File: config.mk
export PLATFORM = sky130hd
export DESIGN_NAME = iu_service_mapper
export DESIGN_NICKNAME = d
export VERILOG_FILES = /design/src/iu_map_pkg.sv /design/src/iu_service_mapper.sv
export VERILOG_INCLUDE_DIRS = /design/src
export SDC_FILE = /design/constraint.sdc
export NUM_CORES = 2
export LEC_CHECK = 0
export ABC_AREA = 1
export BUFFER_PORTS_ARGS = -buffer_cell sky130_fd_sc_hd__buf_2
export CAP_MARGIN = 10
export CORE_AREA = 2 2 367 369
export CTS_CLUSTER_DIAMETER = 150
export CTS_CLUSTER_SIZE = 16
export DETAILED_ROUTE_END_ITERATION = 10
export DIE_AREA = 0 0 369 371
export PLACE_DENSITY = 0.38
export SETUP_SLACK_MARGIN = 0.15
export SLEW_MARGIN = 20
export SYNTH_ARGS = -nofsm -noshare
export SYNTH_HDL_FRONTEND = slang
export SYNTH_SLANG_ARGS = --single-unit
File: constraint.sdc
create_clock -name clk -period 7.7 [get_ports clk]
set_input_delay 0 -clock clk [delete_from_list [all_inputs] [get_ports clk]]
set_output_delay 0 -clock clk [all_outputs]
set_load 0.05 [all_outputs]
File: src/iu_map_defs.svh
/*
 * Constants for the target-side IU to protocol-service mapper:
 * IU type codes, field widths, status codes, tag table size.
 * Assumes nothing; definitions only.
 */
`ifndef IU_MAP_DEFS_SVH
`define IU_MAP_DEFS_SVH

// ************************************************************
// IU type codes on the frame interface
// ************************************************************
`define IU_COMMAND 3'h1
`define IU_DATA 3'h2
`define IU_XFER_RDY 3'h3
`define IU_RESPONSE 3'h4

// ************************************************************
// field widths and table size
// ************************************************************
`define LUN_W 64
`define TAG_W 16
`define CDB_W 128
`define ATTR_W 3
`define ITID_W 8
`define LEN_W 32
`define SENSE_W 64
`define NTAGS 4
`define IDX_W 2
`define CNT_W 16

// ************************************************************
// status codes with linked-command meaning
// ************************************************************
`define ST_INTERMEDIATE 8'h10
`define ST_INTER_CMET 8'h14
`define ST_GOOD 8'h00

// ************************************************************
// response-valid bit values and DATA IU counter constants
// ************************************************************
`define RSPV_CLEAR 1'h0
`define RSPV_SET 1'h1
`define CNT_ZERO 16'h0000
`define CNT_ONE 16'h0001

`endif

File: src/iu_map_pkg.sv
/*
 * Types shared by the mapper: completion kinds.
 * Assumes iu_map_defs.svh is on the include path.
 */
`default_nettype none
`include "iu_map_defs.svh"
package iu_map_pkg;
    // completion kinds from the device server
    typedef enum logic [1:0] {
        CMPL_TASK = 2'h0,
        CMPL_LINKED = 2'h1,
        CMPL_FAILURE = 2'h2
    } cmpl_e;
    typedef logic [`TAG_W-1:0] tag_t;
endpackage
`default_nettype wire

File: src/iu_service_mapper.sv
/*
 * Target-side mapper between received/transmitted SSP IUs and device
 * server service events: command receipt, completion, data-in and
 * data-out with per-tag DATA IU counters.
 * Assumes frame decode upstream presents one parsed IU per rx_valid
 * pulse, and the transmit side takes one IU per tx_valid cycle.
 */
// How it works
// [RULE1] a received COMMAND IU on an open connection pulses cmd_received
// [RULE2] every event carries nexus: connection pair, header LUN and header tag; data-in delivered updates only the pair and tag, ev_lun keeps its last value
// and when an ACK whose tag matches a slot in use meets a received IU in one cycle, ev_tag takes ack_tag
// [RULE3] cdb and task attribute are latched from the COMMAND IU fields
// [RULE4] completion sends a RESPONSE IU carrying status and sense data
// [RULE5] task completion: response-valid clear, non-intermediate status
// [RULE6] linked completion: response-valid clear, intermediate status
// [RULE7] failure completion sends response-valid bit set
// [RULE8] initiator confirms completion on RESPONSE or NAK of its COMMAND
// [RULE9] initiator treats NAK or response-valid set as failure
// [RULE10] data-in IU offset derives from count of DATA IUs already sent
// [RULE11] data-in byte count equals the DATA IU payload size
// [RULE12] data-in delivered pulses only on ACK of a sent DATA IU; the mapper pulses on any ACK whose tag matches a slot in use
// [RULE13] write data requested by XFER_RDY carrying requested length
// [RULE14] data-out offset derives from count of DATA IUs received
// [RULE15] data-out received pulses for DATA IUs after our XFER_RDY
// [RULE16] initiator opens each command with a COMMAND IU
// [RULE17] one DATA IU counter per tag slot, cleared when RESPONSE sent
`timescale 1ns/1ps
`default_nettype none
`include "iu_map_defs.svh"
module iu_service_mapper (
    // clock and reset
    input wire logic clk,
    input wire logic rst,
    // receive side from frame decode
    input wire logic conn_open,
    input wire logic [`ITID_W-1:0] conn_it,
    input wire logic rx_valid,
    input wire logic [2:0] rx_type,
    input wire logic [`LUN_W-1:0] rx_lun,
    input wire logic [`TAG_W-1:0] rx_tag,
    input wire logic [`CDB_W-1:0] rx_cdb,
    input wire logic [`ATTR_W-1:0] rx_attr,
    input wire logic [`LEN_W-1:0] rx_len,
    input wire logic ack_valid,
    input wire logic [`TAG_W-1:0] ack_tag,
    // device server requests
    input wire logic ds_slot_valid,
    input wire logic [`IDX_W-1:0] ds_slot,
    input wire logic [`LUN_W-1:0] ds_lun,
    input wire logic [`TAG_W-1:0] ds_tag,
    input wire logic req_data_in,
    input wire logic [`LEN_W-1:0] req_len,
    input wire logic req_xfer_rdy,
    input wire logic req_complete,
    input wire iu_map_pkg::cmpl_e req_kind,
    input wire logic [7:0] req_status,
    input wire logic [`SENSE_W-1:0] req_sense,
    // service indications to device server
    output logic cmd_received,
    output logic data_in_delivered,
    output logic data_out_received,
    output logic [`ITID_W-1:0] ev_it,
    output logic [`LUN_W-1:0] ev_lun,
    output logic [`TAG_W-1:0] ev_tag,
    output logic [`CDB_W-1:0] ev_cdb,
    output logic [`ATTR_W-1:0] ev_attr,
    output logic [`LEN_W-1:0] ev_len,
    output logic [`CNT_W-1:0] ev_offset,
    // transmit side to frame encode
    output logic tx_valid,
    output logic [2:0] tx_type,
    output logic [`LUN_W-1:0] tx_lun,
    output logic [`TAG_W-1:0] tx_tag,
    output logic [`LEN_W-1:0] tx_len,
    output logic [`CNT_W-1:0] tx_offset,
    output logic [7:0] tx_status,
    output logic [`SENSE_W-1:0] tx_sense,
    output logic response_info_valid_bit
);
    import iu_map_pkg::*;

    // ********************************************************
    // per-slot state
    // ********************************************************
    logic [`NTAGS-1:0] sl_used_r, sl_used_nxt;
    logic [`NTAGS-1:0] sl_xr_r, sl_xr_nxt;
    logic [`TAG_W-1:0] sl_tag_r [`NTAGS];
    logic [`TAG_W-1:0] sl_tag_nxt [`NTAGS];
    logic [`CNT_W-1:0] sl_cnt_r [`NTAGS];
    logic [`CNT_W-1:0] sl_cnt_nxt [`NTAGS];
    logic [`NTAGS-1:0] rx_hit, ack_hit;
    logic rx_any, ack_any;
    logic [`IDX_W-1:0] rx_idx, ack_idx;

    // tag lookup for received IUs and ACKs, two comparators per slot
    genvar g;
    generate
        for (g = 0; g < `NTAGS; g++) begin : g_hit
            assign rx_hit[g] = sl_used_r[g] && (sl_tag_r[g] == rx_tag);
            assign ack_hit[g] = sl_used_r[g] && (sl_tag_r[g] == ack_tag);
        end
    endgenerate

    // encode hits to slot indices
    always_comb begin
        rx_idx = '0;
        ack_idx = '0;
        for (int i = 0; i < `NTAGS; i++) begin
            if (rx_hit[i]) rx_idx = `IDX_W'(i);
            if (ack_hit[i]) ack_idx = `IDX_W'(i);
        end
        rx_any = |rx_hit;
        ack_any = |ack_hit;
    end

    // ********************************************************
    // outputs next values
    // ********************************************************
    logic cmd_nxt, din_nxt, dout_nxt, txv_nxt, rspv_nxt;
    logic [2:0] txt_nxt;
    logic [`ITID_W-1:0] it_nxt;
    logic [`LUN_W-1:0] elun_nxt, tlun_nxt;
    logic [`TAG_W-1:0] etag_nxt, ttag_nxt;
    logic [`CDB_W-1:0] cdb_nxt;
    logic [`ATTR_W-1:0] attr_nxt;
    logic [`LEN_W-1:0] elen_nxt, tlen_nxt;
    logic [`CNT_W-1:0] eoff_nxt, toff_nxt;
    logic [7:0] st_nxt;
    logic [`SENSE_W-1:0] sense_nxt;

    // service mapping and slot updates
    always_comb begin
        sl_used_nxt = sl_used_r;
        sl_xr_nxt = sl_xr_r;
        sl_tag_nxt = sl_tag_r;
        sl_cnt_nxt = sl_cnt_r;
        cmd_nxt = 1'b0;
        din_nxt = 1'b0;
        dout_nxt = 1'b0;
        it_nxt = ev_it;
        elun_nxt = ev_lun;
        etag_nxt = ev_tag;
        cdb_nxt = ev_cdb;
        attr_nxt = ev_attr;
        elen_nxt = ev_len;
        eoff_nxt = ev_offset;
        txv_nxt = 1'b0;
        txt_nxt = tx_type;
        tlun_nxt = tx_lun;
        ttag_nxt = tx_tag;
        tlen_nxt = tx_len;
        toff_nxt = tx_offset;
        st_nxt = tx_status;
        sense_nxt = tx_sense;
        rspv_nxt = response_info_valid_bit;
        // receive path: events only over an open connection
        if (rx_valid && conn_open) begin
            it_nxt = conn_it; // RULE2
            elun_nxt = rx_lun; // RULE2
            etag_nxt = rx_tag; // RULE2
            if (rx_type == `IU_COMMAND) begin
                cmd_nxt = 1'b1; // RULE1
                cdb_nxt = rx_cdb; // RULE3
                attr_nxt = rx_attr; // RULE3
            end else if (rx_type == `IU_DATA && rx_any && sl_xr_r[rx_idx]) begin
                dout_nxt = 1'b1; // RULE15
                elen_nxt = rx_len;
                eoff_nxt = sl_cnt_r[rx_idx]; // RULE14
                sl_cnt_nxt[rx_idx] = sl_cnt_r[rx_idx] + `CNT_ONE; // RULE14
            end
        end
        // any ack whose tag matches a slot in use
        if (ack_valid && ack_any) begin
            din_nxt = 1'b1; // RULE12
            it_nxt = conn_it;
            etag_nxt = ack_tag; // RULE2
        end
        // transmit path: one device server request per cycle
        if (ds_slot_valid) begin
            tlun_nxt = ds_lun; // RULE2
            ttag_nxt = ds_tag; // RULE2
            sl_used_nxt[ds_slot] = 1'b1;
            sl_tag_nxt[ds_slot] = ds_tag;
            if (req_complete) begin
                txv_nxt = 1'b1;
                txt_nxt = `IU_RESPONSE; // RULE4
                st_nxt = req_status; // RULE4
                sense_nxt = req_sense; // RULE4
                case (req_kind)
                    CMPL_TASK: rspv_nxt = `RSPV_CLEAR; // RULE5
                    CMPL_LINKED: rspv_nxt = `RSPV_CLEAR; // RULE6
                    CMPL_FAILURE: rspv_nxt = `RSPV_SET; // RULE7
                    default: rspv_nxt = `RSPV_SET;
                endcase
                // force status class to match the completion kind
                if (req_kind == CMPL_LINKED && req_status != `ST_INTER_CMET)
                    st_nxt = `ST_INTERMEDIATE; // RULE6
                if (req_kind == CMPL_TASK && (req_status == `ST_INTERMEDIATE ||
                        req_status == `ST_INTER_CMET))
                    st_nxt = `ST_GOOD; // RULE5
                sl_used_nxt[ds_slot] = 1'b0;
                sl_xr_nxt[ds_slot] = 1'b0;
                sl_cnt_nxt[ds_slot] = `CNT_ZERO; // RULE17
            end else if (req_data_in) begin
                txv_nxt = 1'b1;
                txt_nxt = `IU_DATA; // RULE10
                tlen_nxt = req_len; // RULE11
                toff_nxt = sl_cnt_r[ds_slot]; // RULE10
                sl_cnt_nxt[ds_slot] = sl_cnt_r[ds_slot] + `CNT_ONE; // RULE17
            end else if (req_xfer_rdy) begin
                txv_nxt = 1'b1;
                txt_nxt = `IU_XFER_RDY; // RULE13
                tlen_nxt = req_len; // RULE13
                sl_xr_nxt[ds_slot] = 1'b1; // RULE15
            end
        end
    end

    // ********************************************************
    // registers
    // ********************************************************
    always_ff @(posedge clk) begin
        if (rst) begin
            sl_used_r <= '0;
            sl_xr_r <= '0;
            for (int i = 0; i < `NTAGS; i++) begin
                sl_tag_r[i] <= '0;
                sl_cnt_r[i] <= `CNT_ZERO;
            end
            cmd_received <= 1'b0;
            data_in_delivered <= 1'b0;
            data_out_received <= 1'b0;
            ev_it <= '0;
            ev_lun <= '0;
            ev_tag <= '0;
            ev_cdb <= '0;
            ev_attr <= '0;
            ev_len <= '0;
            ev_offset <= `CNT_ZERO;
            tx_valid <= 1'b0;
            tx_type <= '0;
            tx_lun <= '0;
            tx_tag <= '0;
            tx_len <= '0;
            tx_offset <= `CNT_ZERO;
            tx_status <= '0;
            tx_sense <= '0;
            response_info_valid_bit <= `RSPV_CLEAR;
        end else begin
            sl_used_r <= sl_used_nxt;
            sl_xr_r <= sl_xr_nxt;
            sl_tag_r <= sl_tag_nxt;
            sl_cnt_r <= sl_cnt_nxt;
            cmd_received <= cmd_nxt;
            data_in_delivered <= din_nxt;
            data_out_received <= dout_nxt;
            ev_it <= it_nxt;
            ev_lun <= elun_nxt;
            ev_tag <= etag_nxt;
            ev_cdb <= cdb_nxt;
            ev_attr <= attr_nxt;
            ev_len <= elen_nxt;
            ev_offset <= eoff_nxt;
            tx_valid <= txv_nxt;
            tx_type <= txt_nxt;
            tx_lun <= tlun_nxt;
            tx_tag <= ttag_nxt;
            tx_len <= tlen_nxt;
            tx_offset <= toff_nxt;
            tx_status <= st_nxt;
            tx_sense <= sense_nxt;
            response_info_valid_bit <= rspv_nxt;
        end
    end
endmodule
`default_nettype wire

==> results_dict.tcl <==
set metrics [dict create \
    drt_first_pass_iters 5 \
    final_cell_mix "939 x buf_2, 906 x nor2_1, 611 x dfxtp_1" \
    gr-usage-met2 0.345 \
    rsz0062_at_grt "false" \
    period_share 0.615 \
    ys.flop_type "dfxtp_1" \
    grt_first_pass_wirelength_um 215000 \
    yosysTopAreaCell "dfxtp_1" \
    stdcell_area_um2 38300 \
    layout_commonest_cell "buf_2" \
    die_x_um 369 \
    grt_util_all_layers 0.213 \
    core-area_um2 133000 \
    vias 29900 \
    clk_latency_ps 640 \
    setup_viol 0 \
    grt-ovfl-total 0 \
    busiest_layer "met2" \
    cts_tree "built" \
    num_rows 134 \
    path_max_fanout 57 \
    worst_pin_slew_ps 1270 \
    drtAntennaViolNets 0 \
    drive_gt1_frac 0.231 \
    synth.distinct_cells 52 \
    globalRouteMet3Util 0.0464 \
    ys_async_sr_fraction 0 \
    grt_pass1_vias 29200 \
    cts_buffers 44 \
    critPathLaunchType "register" \
    synth-edff-count 0 \
    use_met1 0.282 \
    leakage_nw 17.4 \
    report.power.total_mw 7.15 \
    num_io_pins 942 \
    critPathKind "reg -> reg" \
    max_freq_mhz 211 \
    clkTransAtPathRegs_ps 90 \
    syn_inst 3630 \
    start_util 0.197 \
    ys_seq_elements 611 \
    synthTopCellsByArea "dfxtp_1 47%, nor2_1 13%, o21ai_0 8.7%" \
    min_path_type "in -> reg" \
    io_buffers 941 \
    cts-htree-levels 2 \
    maxCapViolCount 0 \
    slew_headroom 0.149 \
    nNetsFinal 5364 \
    slew_viol_final 0 \
    place_hpwl_um 116000 \
    ir_drop_v 0.000158 \
    instances_no_fill 6679 \
    antenna_found_initial 22 \
    root_buffer "clkbuf_16" \
    synth_area_um2 26100 \
    grt_max_degree 197 \
    gp_congestion 0.917 \
    drc 0 \
    crit_required_ps 8130 \
    yosys_warnings 0 \
    syn_nets 4099 \
    min_period_ps 4730 \
    cts.repair.resized 0 \
    dp_cells 6156 \
    postSynthAreaPerCell_um2 7.20 \
    place_area_um2 32500 \
    critPathCaptureType "register" \
    status "complete, no violations" \
    hold_violations 0 \
    syn_to_final_growth_pct 46.7 \
    cts_buffer_depth 3 \
    die_h_um 371 \
    clock_skew_ps 29.0 \
    synth_top_area_frac 0.468 \
    wl_um 154000 \
    wl_per_cell_um 23.1 \
    ys_seq_area_frac 0.468 \
    drt-vias-per-instance 4.48 \
    fillers 14800 \
    first_iter_violations 2218 \
    cts.sinks 611 \
    die-area_um2 137000 \
    arrival_ps 5160 \
    power_per_cell_area_nw_per_um2 186 \
    tns_ps 0 \
]
sequential cells by signal (all words and copies together) (netlist names), 8 cells and up, named ones only:
name and cells:
tx_sense 64, sl_cnt_r 64, ev_tag 16, ev_it 8
tx_offset 16, ev_lun 64, tx_status 8, tx_len 32
ev_offset 16, sl_tag_r 64, tx_lun 64, tx_tag 16
ev_cdb 128, ev_len 32
layout make-up:
cell class	count	area (um2)	share of cell area
tap	1768	2210	0.0577
clock inverter	3	30.0	0.000783
clock buffer	47	1160	0.0304
antenna	12	30.0	0.000783
timing repair buffer	1427	9540	0.249
inverter	285	1090	0.0284
sequential	611	12200	0.319
multi-input combinational	2526	12000	0.314
final timing paths:
check	start	endpoint	slack, ps	cells past startpoint
max reg2reg	sl_tag_r[16]$_SDFFE_PP0P_	ev_offset[1]$_SDFFE_PP0P_	2970	14
min	conn_open	ev_tag[15]$_SDFFE_PP0P_	80	5
max	sl_tag_r[16]$_SDFFE_PP0P_	ev_offset[1]$_SDFFE_PP0P_	2970	14
min reg2reg	tx_len[2]$_SDFFE_PP0P_	tx_len[2]$_SDFFE_PP0P_	460	2
what timing repair did:
item / in CTS / in global routing
hold buffers: 461 / 0
buffers inserted: 0 / 0
endpoints found under the hold margin: 507 / 0
Yosys cell counts (3+ instances only):
library cell / count
nor2_1: 912
dfxtp_1: 611
nand2_1: 483
o21ai_0: 454
inv_1: 255
clkbuf_1: 168
a21oi_1: 165
nand3_1: 142
a221oi_1: 66
o22ai_1: 48
a21oi_2: 36
nor3_1: 29
nand4_1: 23
inv_2: 19
xnor2_1: 18
xor2_1: 18
buf_1: 17
o211ai_1: 17
nor4_1: 15
buf_2: 13
nor2_2: 10
clkinv_1: 9
nand3_2: 9
nand2_2: 8
nand3b_1: 8
o221ai_1: 7
buf_4: 6
a211oi_1: 5
o2111ai_1: 5
o21a_1: 5
a22oi_1: 4
and3_1: 4
buf_6: 4
o21bai_1: 4
nor2_4: 3
nor2_8: 3
nor3b_1: 3
o21ai_1: 3
metal layers:
layer,wire (um),part of all wire,up-vias
li1,-,-,14400
met1,68500,0.44,14200
met2,70500,0.46,1150
met3,10900,0.071,182
met4,4460,0.029,10
met5,69,0.00045,-
critical path, cell delays in order, from the launching register on:
cell,delay [ps]
dfxtp_1,440
inv_1,100
nand2_1,90
inv_1,40
nor2_1,70
and3_1,190
nand4_1,100
nor2_1,550
nand2_2,170
nor2_1,120
nor2_1,80
nand3_4,500
clkinv_2,990
o21ai_0,810
a21oi_1,210
through the flow:
stage | worst slack (ps) | utilization | hold slack [ps]
2_1_floorplan | 5020 | - | 134
3_3_place_gp | 2980 | 0.245 | 221
3_5_place_dp | 3060 | 0.245 | 227
4_1_cts | 3020 | 0.288 | 4.16
5_1_grt | 2600 | 0.289 | 106
6_report | 2970 | 0.289 | 80.0
kinds of logic (layout without fill, tap and decap cells):
| logic type | count (synthesis) | count (layout) | synth area share |
|---|---|---|---|
| compound gates | 823 | 823 | 0.180 |
| xor+xnor | 39 | 39 | 0.0139 |
| fa+ha+maj | 2 | 2 | 0.000958 |
| buf+inv | 493 | 1762 | 0.0736 |
| flops | 611 | 611 | 0.468 |
| other cells | 0 | 12 | 0 |
| simple gates | 1662 | 1662 | 0.263 |
report_power, final:
| group | total (mW) | leakage [nW] | internal (mW) | switching [mW] |
|---|---|---|---|---|
| Combinational | 1.44 | 11.8 | 0.450 | 0.986 |
| Clock | 2.35 | 0.589 | 1.07 | 1.28 |
| Sequential | 3.36 | 4.99 | 3.29 | 0.0749 |
No activity file was read; power rests on OpenSTA's default activity.
